File: src/verilog/tic_regs.vh
// register map, field positions, reset values and encodings of the
// tile input conditioning block; definitions only
`ifndef TIC_REGS_VH
`define TIC_REGS_VH

// ==================================================================
// register byte offsets
`define TIC_QUAL_CFG_OFF 12'h000
`define TIC_QUAL_WIN_OFF 12'h004
`define TIC_SRC_SEL_OFF 12'h008
`define TIC_IN_CFG_OFF 12'h00c
`define TIC_GP_BITS_OFF 12'h010
`define TIC_STATUS_OFF 12'h014

// ==================================================================
// field positions
`define TIC_QUAL_INV_LSB 8
`define TIC_IN_SYNC_LSB 0
`define TIC_IN_FILT_LSB 8
`define TIC_STAT_PIN_LSB 8

// ==================================================================
// reset values
`define TIC_QUAL_CFG_RST 32'h0000_0000
`define TIC_QUAL_WIN_RST 8'h03
`define TIC_SRC_SEL_RST 32'h7654_3210
`define TIC_IN_CFG_RST 24'h00_00ff
`define TIC_GP_BITS_RST 8'h00

// ==================================================================
// pin qualification modes, two bits per pin
`define TIC_QM_ASYNC 2'h0
`define TIC_QM_SYNC 2'h1
`define TIC_QM_WINDOW 2'h2

// ==================================================================
// tile input filter modes, two bits per input
`define TIC_FM_NONE 2'h0
`define TIC_FM_RISE 2'h1
`define TIC_FM_FALL 2'h2
`define TIC_FM_ANY 2'h3

// ==================================================================
// widths and timing
`define TIC_WIN_W 8
`define TIC_SEL_W 4
`define TIC_SYNC_STAGES 2

`endif

File: src/verilog/tic_top.v
// tile input conditioning: pin qualification, source routing and eight
// filtered tile inputs, configured over APB; one clock pclk
`include "tic_regs.vh"
`default_nettype none

module tic_top #(
   parameter NPIN = 4,
   parameter NPER = 4,
   parameter NGP = 8,
   parameter WIN_W = `TIC_WIN_W
) (
   input wire pclk,
   input wire presetn,
   input wire psel,
   input wire penable,
   input wire pwrite,
   input wire [11:0] paddr,
   input wire [31:0] pwdata,
   output reg [31:0] prdata,
   output reg pready,
   output reg pslverr,
   input wire [NPIN-1:0] ext_pins,
   input wire [NPER-1:0] periph_in,
   output reg [7:0] tile_in,
   output reg [1:0] bypass_out,
   output reg [7:0] cpu_general_purpose_bits
);
   localparam NSRC = NPIN + NPER + NGP;

   // ==================================================================
   // register indices, produced once from paddr by reg_index
   localparam [2:0] RI_QUAL_CFG = 3'h0;
   localparam [2:0] RI_QUAL_WIN = 3'h1;
   localparam [2:0] RI_SRC_SEL = 3'h2;
   localparam [2:0] RI_IN_CFG = 3'h3;
   localparam [2:0] RI_GP_BITS = 3'h4;
   localparam [2:0] RI_STATUS = 3'h5;
   localparam [2:0] RI_NONE = 3'h7;

   // ==================================================================
   // reset images, cut into the fields that each register holds
   localparam [31:0] QUAL_CFG_RST = `TIC_QUAL_CFG_RST;
   localparam [23:0] IN_CFG_RST = `TIC_IN_CFG_RST;

   // ==================================================================
   // register state
   reg [2*NPIN-1:0] qual_mode_r;
   reg [NPIN-1:0] qual_inv_r;
   reg [WIN_W-1:0] qual_win_r;
   reg [31:0] src_sel_r;
   reg [7:0] in_sync_r;
   reg [15:0] in_filt_r;
   reg [7:0] gp_bits_r;
   reg [NPIN-1:0] stat_pin1_r;
   reg [NPIN-1:0] stat_pin2_r;

   // bus side
   reg pready_r;
   reg [31:0] prdata_r;
   reg pslverr_r;
   reg [31:0] prdata_nxt;
   reg addr_ok;

   wire [NPIN-1:0] pin_q;
   wire [7:0] filt_w;
   wire [NSRC-1:0] src_vec;
   reg [7:0] routed;
   integer k;

   wire acc = psel & penable;
   wire done = acc & pready_r;
   wire wr = done & pwrite & addr_ok;

   // source codes: pins from 0, then peripherals, then cpu bits; a
   // code past the last source reads 0 in sel_bit
   assign src_vec = {gp_bits_r[NGP-1:0], periph_in, pin_q};

   // ==================================================================
   // source select and address decode helpers
   function sel_bit;
      input [NSRC-1:0] v;
      input [`TIC_SEL_W-1:0] s;
      begin
         // codes past the last source read 0 rather than unknown
         if (s < NSRC) begin
            sel_bit = v[s];
         end else begin
            sel_bit = 1'b0;
         end
      end
   endfunction

   function [2:0] reg_index;
      input [11:0] a;
      begin
         case (a)
            `TIC_QUAL_CFG_OFF: reg_index = RI_QUAL_CFG;
            `TIC_QUAL_WIN_OFF: reg_index = RI_QUAL_WIN;
            `TIC_SRC_SEL_OFF: reg_index = RI_SRC_SEL;
            `TIC_IN_CFG_OFF: reg_index = RI_IN_CFG;
            `TIC_GP_BITS_OFF: reg_index = RI_GP_BITS;
            `TIC_STATUS_OFF: reg_index = RI_STATUS;
            default: reg_index = RI_NONE;
         endcase
      end
   endfunction

   // unmapped offsets decode to RI_NONE and answer with pslverr
   wire [2:0] ridx = reg_index(paddr);
   wire gp_wr = wr & (ridx == RI_GP_BITS);

   // ==================================================================
   // pin qualification stage
   genvar g;
   generate
      for (g = 0; g < NPIN; g = g + 1) begin : g_pin
         tic_pin_qual #(
            .WIN_W(WIN_W)
         ) u_pin (
            .pclk(pclk),
            .presetn(presetn),
            .pin(ext_pins[g]),
            .mode(qual_mode_r[2*g+1:2*g]),
            .invert(qual_inv_r[g]),
            .win_len(qual_win_r),
            .qual_out(pin_q[g])
         );
      end
   endgenerate

   // ==================================================================
   // local routing: each input picks any source independently
   always @* begin
      routed = 8'h00;
      for (k = 0; k < 8; k = k + 1) begin
         routed[k] = sel_bit(src_vec, src_sel_r[4*k +: 4]);
      end
   end

   // ==================================================================
   // per-input synchronisation and filter
   generate
      for (g = 0; g < 8; g = g + 1) begin : g_in
         tic_edge_filt u_filt (
            .pclk(pclk),
            .presetn(presetn),
            .raw_in(routed[g]),
            .sync_en(in_sync_r[g]),
            .filt(in_filt_r[2*g+1:2*g]),
            .filt_out(filt_w[g])
         );
      end
   endgenerate

   // ==================================================================
   // tile-side outputs
   // registering keeps pulses exactly one clock wide, one cycle later
   always @(posedge pclk or negedge presetn) begin
      if (!presetn) begin
         tile_in <= 8'h00;
      end else begin
         tile_in <= filt_w;
      end
   end

   // ==================================================================
   // qualified pins resynchronised for status; in async pin mode they
   // would otherwise reach a bus register straight from the pin
   always @(posedge pclk or negedge presetn) begin
      if (!presetn) begin
         stat_pin1_r <= {NPIN{1'b0}};
         stat_pin2_r <= {NPIN{1'b0}};
      end else begin
         stat_pin1_r <= pin_q;
         stat_pin2_r <= stat_pin1_r;
      end
   end

   // unsynchronised path: combinational so no clock alignment is added;
   // only inputs 4 and 5 may carry it, and only when not synchronised
   always @* begin
      bypass_out[0] = routed[4] & ~in_sync_r[4];
      bypass_out[1] = routed[5] & ~in_sync_r[5];
   end

   // ==================================================================
   // apb decode
   always @* begin
      addr_ok = 1'b1;
      prdata_nxt = 32'h0000_0000;
      case (ridx)
         RI_QUAL_CFG: begin
            prdata_nxt[2*NPIN-1:0] = qual_mode_r;
            prdata_nxt[`TIC_QUAL_INV_LSB +: NPIN] = qual_inv_r;
         end
         RI_QUAL_WIN: prdata_nxt[WIN_W-1:0] = qual_win_r;
         RI_SRC_SEL: prdata_nxt = src_sel_r;
         RI_IN_CFG: begin
            prdata_nxt[`TIC_IN_SYNC_LSB +: 8] = in_sync_r;
            prdata_nxt[`TIC_IN_FILT_LSB +: 16] = in_filt_r;
         end
         RI_GP_BITS: prdata_nxt[7:0] = gp_bits_r;
         RI_STATUS: begin
            prdata_nxt[7:0] = tile_in;
            prdata_nxt[`TIC_STAT_PIN_LSB +: NPIN] = stat_pin2_r;
         end
         default: addr_ok = 1'b0;
      endcase
   end

   // ==================================================================
   // apb handshake: one wait state, answer on second access cycle
   always @(posedge pclk or negedge presetn) begin
      if (!presetn) begin
         pready_r <= 1'b0;
         prdata_r <= 32'h0000_0000;
         pslverr_r <= 1'b0;
      end else begin
         pready_r <= acc & ~pready_r;
         if (acc & ~pready_r) begin
            prdata_r <= pwrite ? 32'h0000_0000 : prdata_nxt;
            pslverr_r <= ~addr_ok;
         end else begin
            prdata_r <= 32'h0000_0000;
            pslverr_r <= 1'b0;
         end
      end
   end

   always @* begin
      pready = pready_r;
      prdata = prdata_r;
      pslverr = pslverr_r;
   end

   // ==================================================================
   // pin stage configuration
   always @(posedge pclk or negedge presetn) begin
      if (!presetn) begin
         qual_mode_r <= QUAL_CFG_RST[2*NPIN-1:0];
         qual_inv_r <= QUAL_CFG_RST[`TIC_QUAL_INV_LSB +: NPIN];
         qual_win_r <= `TIC_QUAL_WIN_RST;
      end else if (wr) begin
         case (ridx)
            RI_QUAL_CFG: begin
               qual_mode_r <= pwdata[2*NPIN-1:0];
               qual_inv_r <= pwdata[`TIC_QUAL_INV_LSB +: NPIN];
            end
            RI_QUAL_WIN: qual_win_r <= pwdata[WIN_W-1:0];
            default: qual_win_r <= qual_win_r;
         endcase
      end
   end

   // ==================================================================
   // routing, tile input and cpu bit configuration
   always @(posedge pclk or negedge presetn) begin
      if (!presetn) begin
         src_sel_r <= `TIC_SRC_SEL_RST;
         in_sync_r <= IN_CFG_RST[`TIC_IN_SYNC_LSB +: 8];
         in_filt_r <= IN_CFG_RST[`TIC_IN_FILT_LSB +: 16];
         gp_bits_r <= `TIC_GP_BITS_RST;
      end else if (wr) begin
         case (ridx)
            RI_SRC_SEL: src_sel_r <= pwdata;
            RI_IN_CFG: begin
               in_sync_r <= pwdata[`TIC_IN_SYNC_LSB +: 8];
               in_filt_r <= pwdata[`TIC_IN_FILT_LSB +: 16];
            end
            RI_GP_BITS: gp_bits_r <= pwdata[7:0];
            default: gp_bits_r <= gp_bits_r;
         endcase
      end
   end

   // ==================================================================
   // cpu bits also visible outside
   always @(posedge pclk or negedge presetn) begin
      if (!presetn) begin
         cpu_general_purpose_bits <= `TIC_GP_BITS_RST;
      end else if (gp_wr) begin
         cpu_general_purpose_bits <= pwdata[7:0];
      end
   end
endmodule // tic_top
`default_nettype wire

File: src/verilog/tic_pin_qual.v
// pin qualification for one external pin: async, sync or sampling window,
// with optional inversion; assumes pclk domain, pin async to it
`include "tic_regs.vh"
`default_nettype none

module tic_pin_qual #(
   parameter WIN_W = `TIC_WIN_W
) (
   input wire pclk,
   input wire presetn,
   input wire pin,
   input wire [1:0] mode,
   input wire invert,
   input wire [WIN_W-1:0] win_len,
   output reg qual_out
);
   reg sync1_r;
   reg sync2_r;
   reg held_r;
   reg [WIN_W-1:0] stab_cnt_r;
   wire [WIN_W:0] stab_sum = stab_cnt_r + 1'b1;
   wire pin_i = pin ^ invert;

   // ==================================================================
   // synchroniser and stability counter
   always @(posedge pclk or negedge presetn) begin
      if (!presetn) begin
         sync1_r <= 1'b0;
         sync2_r <= 1'b0;
         held_r <= 1'b0;
         stab_cnt_r <= {WIN_W{1'b0}};
      end else begin
         sync1_r <= pin_i;
         sync2_r <= sync1_r;
         // new level accepted only after win_len stable cycles
         if (sync2_r == held_r) begin
            stab_cnt_r <= {WIN_W{1'b0}};
         end else if (stab_sum >= {1'b0, win_len}) begin
            held_r <= sync2_r;
            stab_cnt_r <= {WIN_W{1'b0}};
         end else begin
            stab_cnt_r <= stab_sum[WIN_W-1:0];
         end
      end
   end

   // ==================================================================
   // mode select; async path stays combinational on purpose
   always @* begin
      case (mode)
         `TIC_QM_ASYNC: qual_out = pin_i;
         `TIC_QM_SYNC: qual_out = sync2_r;
         `TIC_QM_WINDOW: qual_out = held_r;
         default: qual_out = pin_i;
      endcase
   end
endmodule // tic_pin_qual
`default_nettype wire

File: src/verilog/tic_edge_filt.v
// one tile input: optional synchronisation then level or edge filter;
// assumes pclk domain, input may be async to it
`include "tic_regs.vh"
`default_nettype none

module tic_edge_filt (
   input wire pclk,
   input wire presetn,
   input wire raw_in,
   input wire sync_en,
   input wire [1:0] filt,
   output reg filt_out
);
   reg sync1_r;
   reg sync2_r;
   reg prev_r;
   wire cur;

   // ==================================================================
   // synchroniser and previous sample
   always @(posedge pclk or negedge presetn) begin
      if (!presetn) begin
         sync1_r <= 1'b0;
         sync2_r <= 1'b0;
         prev_r <= 1'b0;
      end else begin
         sync1_r <= raw_in;
         sync2_r <= sync1_r;
         prev_r <= cur;
      end
   end

   // unsynchronised choice is for pass-through only; edges on it may glitch
   assign cur = sync_en ? sync2_r : raw_in;

   // ==================================================================
   // filter select
   always @* begin
      case (filt)
         `TIC_FM_NONE: filt_out = cur;
         `TIC_FM_RISE: filt_out = cur & ~prev_r;
         `TIC_FM_FALL: filt_out = ~cur & prev_r;
         `TIC_FM_ANY: filt_out = cur ^ prev_r;
         default: filt_out = cur;
      endcase
   end
endmodule // tic_edge_filt
`default_nettype wire

File: config.mk
export PLATFORM = sky130hd
export DESIGN_NAME = tic_top
export DESIGN_NICKNAME = d
export VERILOG_FILES = /design/src/verilog/tic_top.v /design/src/verilog/tic_pin_qual.v /design/src/verilog/tic_edge_filt.v
export VERILOG_INCLUDE_DIRS = /design/src /design/src/verilog
export SDC_FILE = /design/constraint.sdc
export NUM_CORES = 1
export LEC_CHECK = 0
export BUFFER_PORTS_ARGS = -buffer_cell sky130_fd_sc_hd__clkbuf_2
export CAP_MARGIN = 20
export CORE_UTILIZATION = 34
export DETAILED_ROUTE_END_ITERATION = 7
export HOLD_SLACK_MARGIN = 0.02
export RECOVER_POWER = 100
export SETUP_SLACK_MARGIN = 0.2
export SYNTH_ARGS = -nofsm -noshare
export SYNTH_HDL_FRONTEND = slang
export SYNTH_SLANG_ARGS = --single-unit
File: constraint.sdc
create_clock -name pclk -period 4.8 [get_ports pclk]
set_input_delay 0.96 -clock pclk [delete_from_list [all_inputs] [get_ports pclk]]
set_output_delay 0.96 -clock pclk [all_outputs]
set_load 0.01 [all_outputs]
# ---- Yosys cells after proc, flatten, opt, wreduce, memory -nomap -nowiden
# Index checks and enable logic that the tools add are counted.
dict set report op_classes {
  addsub 4
  multipliers 0
  div 0
  order_cmp 12
  eq_ne 46
  n_shift 0
  n_mux 53
  bitwise 60
  n_reduce_logical 20
}
# cell n
set op_table {}
lappend op_table {{$mux 8} 9}
lappend op_table {{$mux 32} 2}
lappend op_table {{$pmux 8 s6} 1}
lappend op_table {{$eq 2x2->1 const B} 20}
lappend op_table {{$lt 4x5->1 const B} 8}
lappend op_table {{$add 8x1->9 const B} 4}
lappend op_table {{$ge 9x8->1} 4}
lappend op_table {{$bmux 1 s4} 8}
lappend op_table {{$pmux 1 s4} 8}
lappend op_table {{$and 1x1->1} 24}
lappend op_table {{$eq 12x4->1 const B} 2}
lappend op_table {{$eq 12x5->1 const B} 2}
lappend op_table {{$eq 2x1->1 const B} 12}
lappend op_table {{$not 1->1} 24}
lappend op_table {{$pmux 12 s2} 1}
lappend op_table {{$mux 1} 18}
lappend op_table {{$pmux 3 s6} 1}
lappend op_table {{$reduce_and 2->1} 9}
lappend op_table {{$logic_not 2->1} 8}
lappend op_table {{$pmux 4 s4} 1}
lappend op_table {{$eq 12x3->1 const B} 1}
lappend op_table {{$logic_not 12->1} 1}
lappend op_table {{$xor 1x1->1} 12}
lappend op_table {{$pmux 1 s2} 4}
lappend op_table {{other kinds (6)} 11}
dict set report word_totals {
  reg_bits 210
  latchBits 0
  mem_bits_rw 0
  rom_bits 0
  in_bits 57
  memories 0
}

# ---- Depth between registers and ports, before layout
dict set report logic_depth {
  ltp_word 8
  mapped_depth 13
  depth_no_buf 13
}

# ---- Hierarchy
# A second synthesis with hierarchy kept.
dict set report unflattened {
  cells_unflattened 820
  hier_area_um2 10780.3
}
# module n_inst cells_per_inst area_each_um2 seq_area_each_um2
set modules_own_cells {}
lappend modules_own_cells {tic_top 1 460 6581.3 3380.7}
lappend modules_own_cells {tic_pin_qual 4 70 752.0 275.3}
lappend modules_own_cells {tic_edge_filt 8 10 148.9 75.1}

# ---- Least setup slack after synthesis
# No wires, ideal clock.
dict set report synth_path {
  kind {input to register}
  from {input port paddr[7]}
  to {register src_sel_r[10]}
  arrival_ns 3.450
  t_required_ns 4.675
  slack_ns 1.225
  cell_stages 12
  path_buffers 4
  path_cell_list {nor4_1 -> nand3_1 -> clkbuf_1 -> nor2_1 -> nand2_1 -> ha_1 -> clkbuf_1 -> nor3b_1 -> and3_1 -> clkbuf_1 -> clkbuf_1 -> mux2_2}
}
dict set report synth_between {
  elab_chain_len 7
  elab_cells_between_ends 17
  classes_between {eq/ne (10); mux (2); bitwise (1); reduce/logical (4)}
}
# element line_no
set synth_rtl {}
lappend synth_rtl {{from (decl)} tic_top.v:17} ;# input wire [11:0] paddr,
lappend synth_rtl {{$eq 12x5->1 (tied with other cells)} tic_top.v:96} ;# case (a)
lappend synth_rtl {{$pmux 3 s6 *} tic_top.v:96}
lappend synth_rtl {{$eq 3x3->1 (tied with other cells)} tic_top.v:191} ;# case (ridx)
lappend synth_rtl {{$reduce_or 6->1 (no source line)} n/a}
lappend synth_rtl {{$mux 1} tic_top.v:191}
lappend synth_rtl {{$and 1x1->1} tic_top.v:72} ;# wire wr = done & pwrite & addr_ok;
lappend synth_rtl {{$reduce_and 2->1 (no source line) *} n/a}
lappend synth_rtl {{to (signal assigned)} tic_top.v:259} ;# src_sel_r <= `TIC_SRC_SEL_RST;
lappend synth_rtl {{to (signal assigned)} tic_top.v:265} ;# RI_SRC_SEL: src_sel_r <= pwdata;
lappend synth_rtl {{to (decl)} tic_top.v:50} ;# reg [31:0] src_sel_r;
# Every way passes the cells marked *; elsewhere a longest branch is shown, timed or not.
# A chain may end at the register's enable or synchronous reset.

# ---- Worst setup path after layout
dict set report layout_path {
  from {register qual_mode_r[0]}
  to {output port bypass_out[0]}
}
dict set report layout_between {
  elab_chain_len 5
  elab_cells_between_ends 6
  classes_between {eq/ne (2); mux (3); bitwise (1)}
}
# element line_no
set layout_rtl {}
lappend layout_rtl {{from (decl)} tic_top.v:47} ;# reg [2*NPIN-1:0] qual_mode_r;
lappend layout_rtl {{from (signal assigned)} tic_top.v:240} ;# qual_mode_r <= QUAL_CFG_RST[2*NPIN-1:0];
lappend layout_rtl {{from (signal assigned)} tic_top.v:246} ;# qual_mode_r <= pwdata[2*NPIN-1:0];
lappend layout_rtl {{$eq 2x2->1 / $eq 2x1->1 (equally long branches)} tic_pin_qual.v:50} ;# case (mode)
lappend layout_rtl {{$pmux 1 s2 *} tic_pin_qual.v:50}
lappend layout_rtl {{named net g_pin[0].u_pin.qual_out} tic_pin_qual.v:15} ;# output reg qual_out
lappend layout_rtl {{$bmux 1 s4 *} tic_top.v:86} ;# sel_bit = v[s];
lappend layout_rtl {{$mux 1 (implied by the code) *} tic_top.v:86}
lappend layout_rtl {{named net g_in[4].u_filt.raw_in} tic_edge_filt.v:9} ;# input wire raw_in,
lappend layout_rtl {{$and 1x1->1 *} tic_top.v:182} ;# bypass_out[0] = routed[4] & ~in_sync_r[4];
lappend layout_rtl {{to (decl)} tic_top.v:25} ;# output reg [1:0] bypass_out,
# The timed path passes the listed nets; every way through them passes the cells marked *. The select of a mux whose other input is x is not followed.

==> flow_summary.yaml <==
run_status:
  outcome: "complete, but fails checks"
  violations: "capacitance limit, slew limit"
place:
  gp_congestion: 0.806
  place_area_um2: 11400
  dp_hpwl_um: 18800
  post-place-ws_ns: 0.485
  portBuffers: 108
  dp.cells: 1345
final_layout:
  fillers: 2858
  n_antenna_cell: 0
  layout_commonest_cell: "dfrtp_1"
  utilization: 0.403
  fin_cells: 1385
  nNetsFinal: 1098
  finish.instance_area_um2: 12000
  drive_above_1_share: 0.236
  final_cell_mix: "dfrtp_1 (180), mux2_2 (90), clkbuf_1 (66), ha_1 (62), nand2_1 (54)"
  area_delta_synth_final_pct: 15.7
drt:
  ant_nets: 0
  drc_errors: 0
  detail_route.vias_per_cell: 5.39
  drt_iter0_drc: 502
  totalWireLength_um: 27300
  wire_per_inst_um: 19.7
  dr.pass1.iters: 5
  via_count: 7462
critical_path:
  crit_fanout: 9
  crit_arrival_ns: 3.00
  cp-start-kind: "register"
  crit_path_top_delay_cell: "a21oi_1"
  criticalPathCategory: "reg -> out"
  slowest_delay_ns: 0.83
  required_ns: 3.84
  end_kind: "output pin"
  path_cells: "inv_1 > ha_1 > a221oi_1 > a21oi_1 > a22oi_1 > a31oi_1 > nor2b_1 > clkbuf_1"
cts:
  ctsLongestPathBuffers: 3
  clkSinkCount: 202
  cts_hold_buffers: 0
  postCtsSetupBuffers: 0
  cts.htree.levels: 1
  cts_root_buf: "clkbuf_16"
  cts_inserted_buffers: 22
  cts_tree: "done"
  insertion_delay_ns: 0.51
  clkTransAtPathRegs_ns: 0.06
  cts_resized: 0
floorplan:
  num_rows: 63
  initial_core_util: 0.348
  die_h_um: 177
  die_width_um: 177
  die_area_um2: 31300
  ios: 109
  core_area_um2: 29900
logic_synthesis:
  syn_nets: 999
  ys.flop_type: "dfrtp_1"
  syn_area_per_cell_um2: 11.8
  synth_edf_count: 0
  synthesis.instances: 880
  ys_ff_latch: 202
  syn-cell-area_um2: 10400
  async_flop_share: 1.00
  synthDistinctLibCells: 54
  synth_warnings: 0
  seq_area_frac_synth: 0.489
power_and_ir_drop:
  ir_drop_v: 0.000271
  powerDensity_nw_per_um2: 312
  p_leak_nw: 5.53
  finalPower_mw: 3.75
grt:
  grt_overflow_total: 0
  grt.total_usage: 0.179
  antenna_found_initial: 0
  grt_pass1_wl_um: 43100
  grt_max_degree: 97
  first_global_vias: 7322
timing:
  setup_violations: 0
  finalClockSkew_ns: 0.0151
  slew_headroom: -0.647
  fmax_ghz: 0.253
  max_slew.worst_pin.slew_ns: 2.47
  finalCriticalPeriod_ns: 3.96
  report.final.slew_viol_count: 121
  setup_ws_ns: 0.840
  tns_ns: 0
  hold_viol_final: 0
  grt_setup_unrepaired: "false"
  holdWs_ns: 0.341
  finalCritPeriodShare: 0.825
min_path:
  hp-class: "reg -> reg"
run:
  drv_cap: 2
state kept, by name, indices dropped and copies added, names as in the netlist, 8 cells and up:
signal / cells
g_in.u_filt.sync2_r: 8
tile_in: 8
qual_mode_r: 8
src_sel_r: 32
in_sync_r: 8
g_in.u_filt.prev_r: 8
g_pin.u_pin.stab_cnt_r: 32
gp_bits_r: 8
qual_win_r: 8
in_filt_r: 16
prdata: 32
g_in.u_filt.sync1_r: 8
path summary, 6_finish.rpt:
kind	from	endpoint	slack, ns	cells after the start
max in group asynchronous	presetn	prdata[9]	1.64	2
worst max register to register	qual_mode_r[4]	tile_in[0]	1.34	13
worst min-delay path	g_pin[3].u_pin.sync1_r	g_pin[3].u_pin.sync2_r	0.34	0
min in group asynchronous	presetn	g_pin[0].u_pin.stab_cnt_r[5]	1.19	1
worst max-delay path	qual_mode_r[0]	bypass_out[0]	0.84	8
worst min register to register	g_pin[3].u_pin.sync1_r	g_pin[3].u_pin.sync2_r	0.34	0
routing by layer:
| metal | up-vias | track usage | part of all wire |
|---|---|---|---|
| met3 | 37 | 0.0301 | 0.065 |
| met2 | 237 | 0.281 | 0.46 |
| li1 | 3411 | - | - |
| met4 | 0 | 0.0460 | 0.019 |
| met1 | 3777 | 0.256 | 0.45 |
| met5 | - | 0 | 0 |
critical path: cells and delay by family (launching register included):
family,cells,cell delay [ns]
AOI/OAI and AO/OA,4,1.31
buffers and inverters,2,0.24
adders and majority gates,1,0.29
DFF,1,0.39
and+or+nand+nor,1,0.26
report_power, final:
part / switching (mW) / leakage (nW) / internal, mW / total (mW)
clock: 0.707 / 0.358 / 1.10 / 1.81
combinational: 0.120 / 2.59 / 0.0682 / 0.188
sequential: 0.0211 / 2.58 / 1.73 / 1.75
final cells by class:
cell class | instances | area [um^2] | share of cell area
Clock buffer | 31 | 606 | 0.0503
Clock inverter | 9 | 156 | 0.0130
Inverter | 48 | 180 | 0.0150
Multi-Input combinational cell | 588 | 4980 | 0.414
Sequential cell | 202 | 5080 | 0.422
Tap cell | 390 | 488 | 0.0405
Timing Repair Buffer | 117 | 541 | 0.0449
cells in the mapped netlist (7+ instances only):
master    count  area [um^2]
dfrtp_1     180         4500
mux2_2       94         1060
ha_1         62          776
nand2_1      54          203
nor2_1       51          191
inv_1        48          180
clkbuf_1     36          135
nand3_1      34          170
a21oi_1      33          165
a22oi_1      28          210
mux4_2       27          608
o21ai_0      24          120
dfstp_2      22          578
xor2_1       21          184
nor2b_1      17          106
and3_1       12         75.1
xnor2_1      11         96.3
a31oi_1      10         62.6
a21o_1        8         60.1
a222oi_1      8         80.1
a32oi_1       7         61.3
nand2b_1      7         43.8
cells by family (layout without fill, tap and decap cells):
kind of cell / count (synthesis) / in the layout / share of synthesized area
and+or+nand+nor: 205 / 205 / 0.0964
DFF: 202 / 202 / 0.489
AOI/OAI and AO/OA: 158 / 158 / 0.104
muxes: 131 / 131 / 0.177
buffers and inverters: 90 / 205 / 0.0325
adders and majority gates: 62 / 62 / 0.0746
xor gates and xnor gates: 32 / 32 / 0.0270
(Power assumes the default switching activity.)
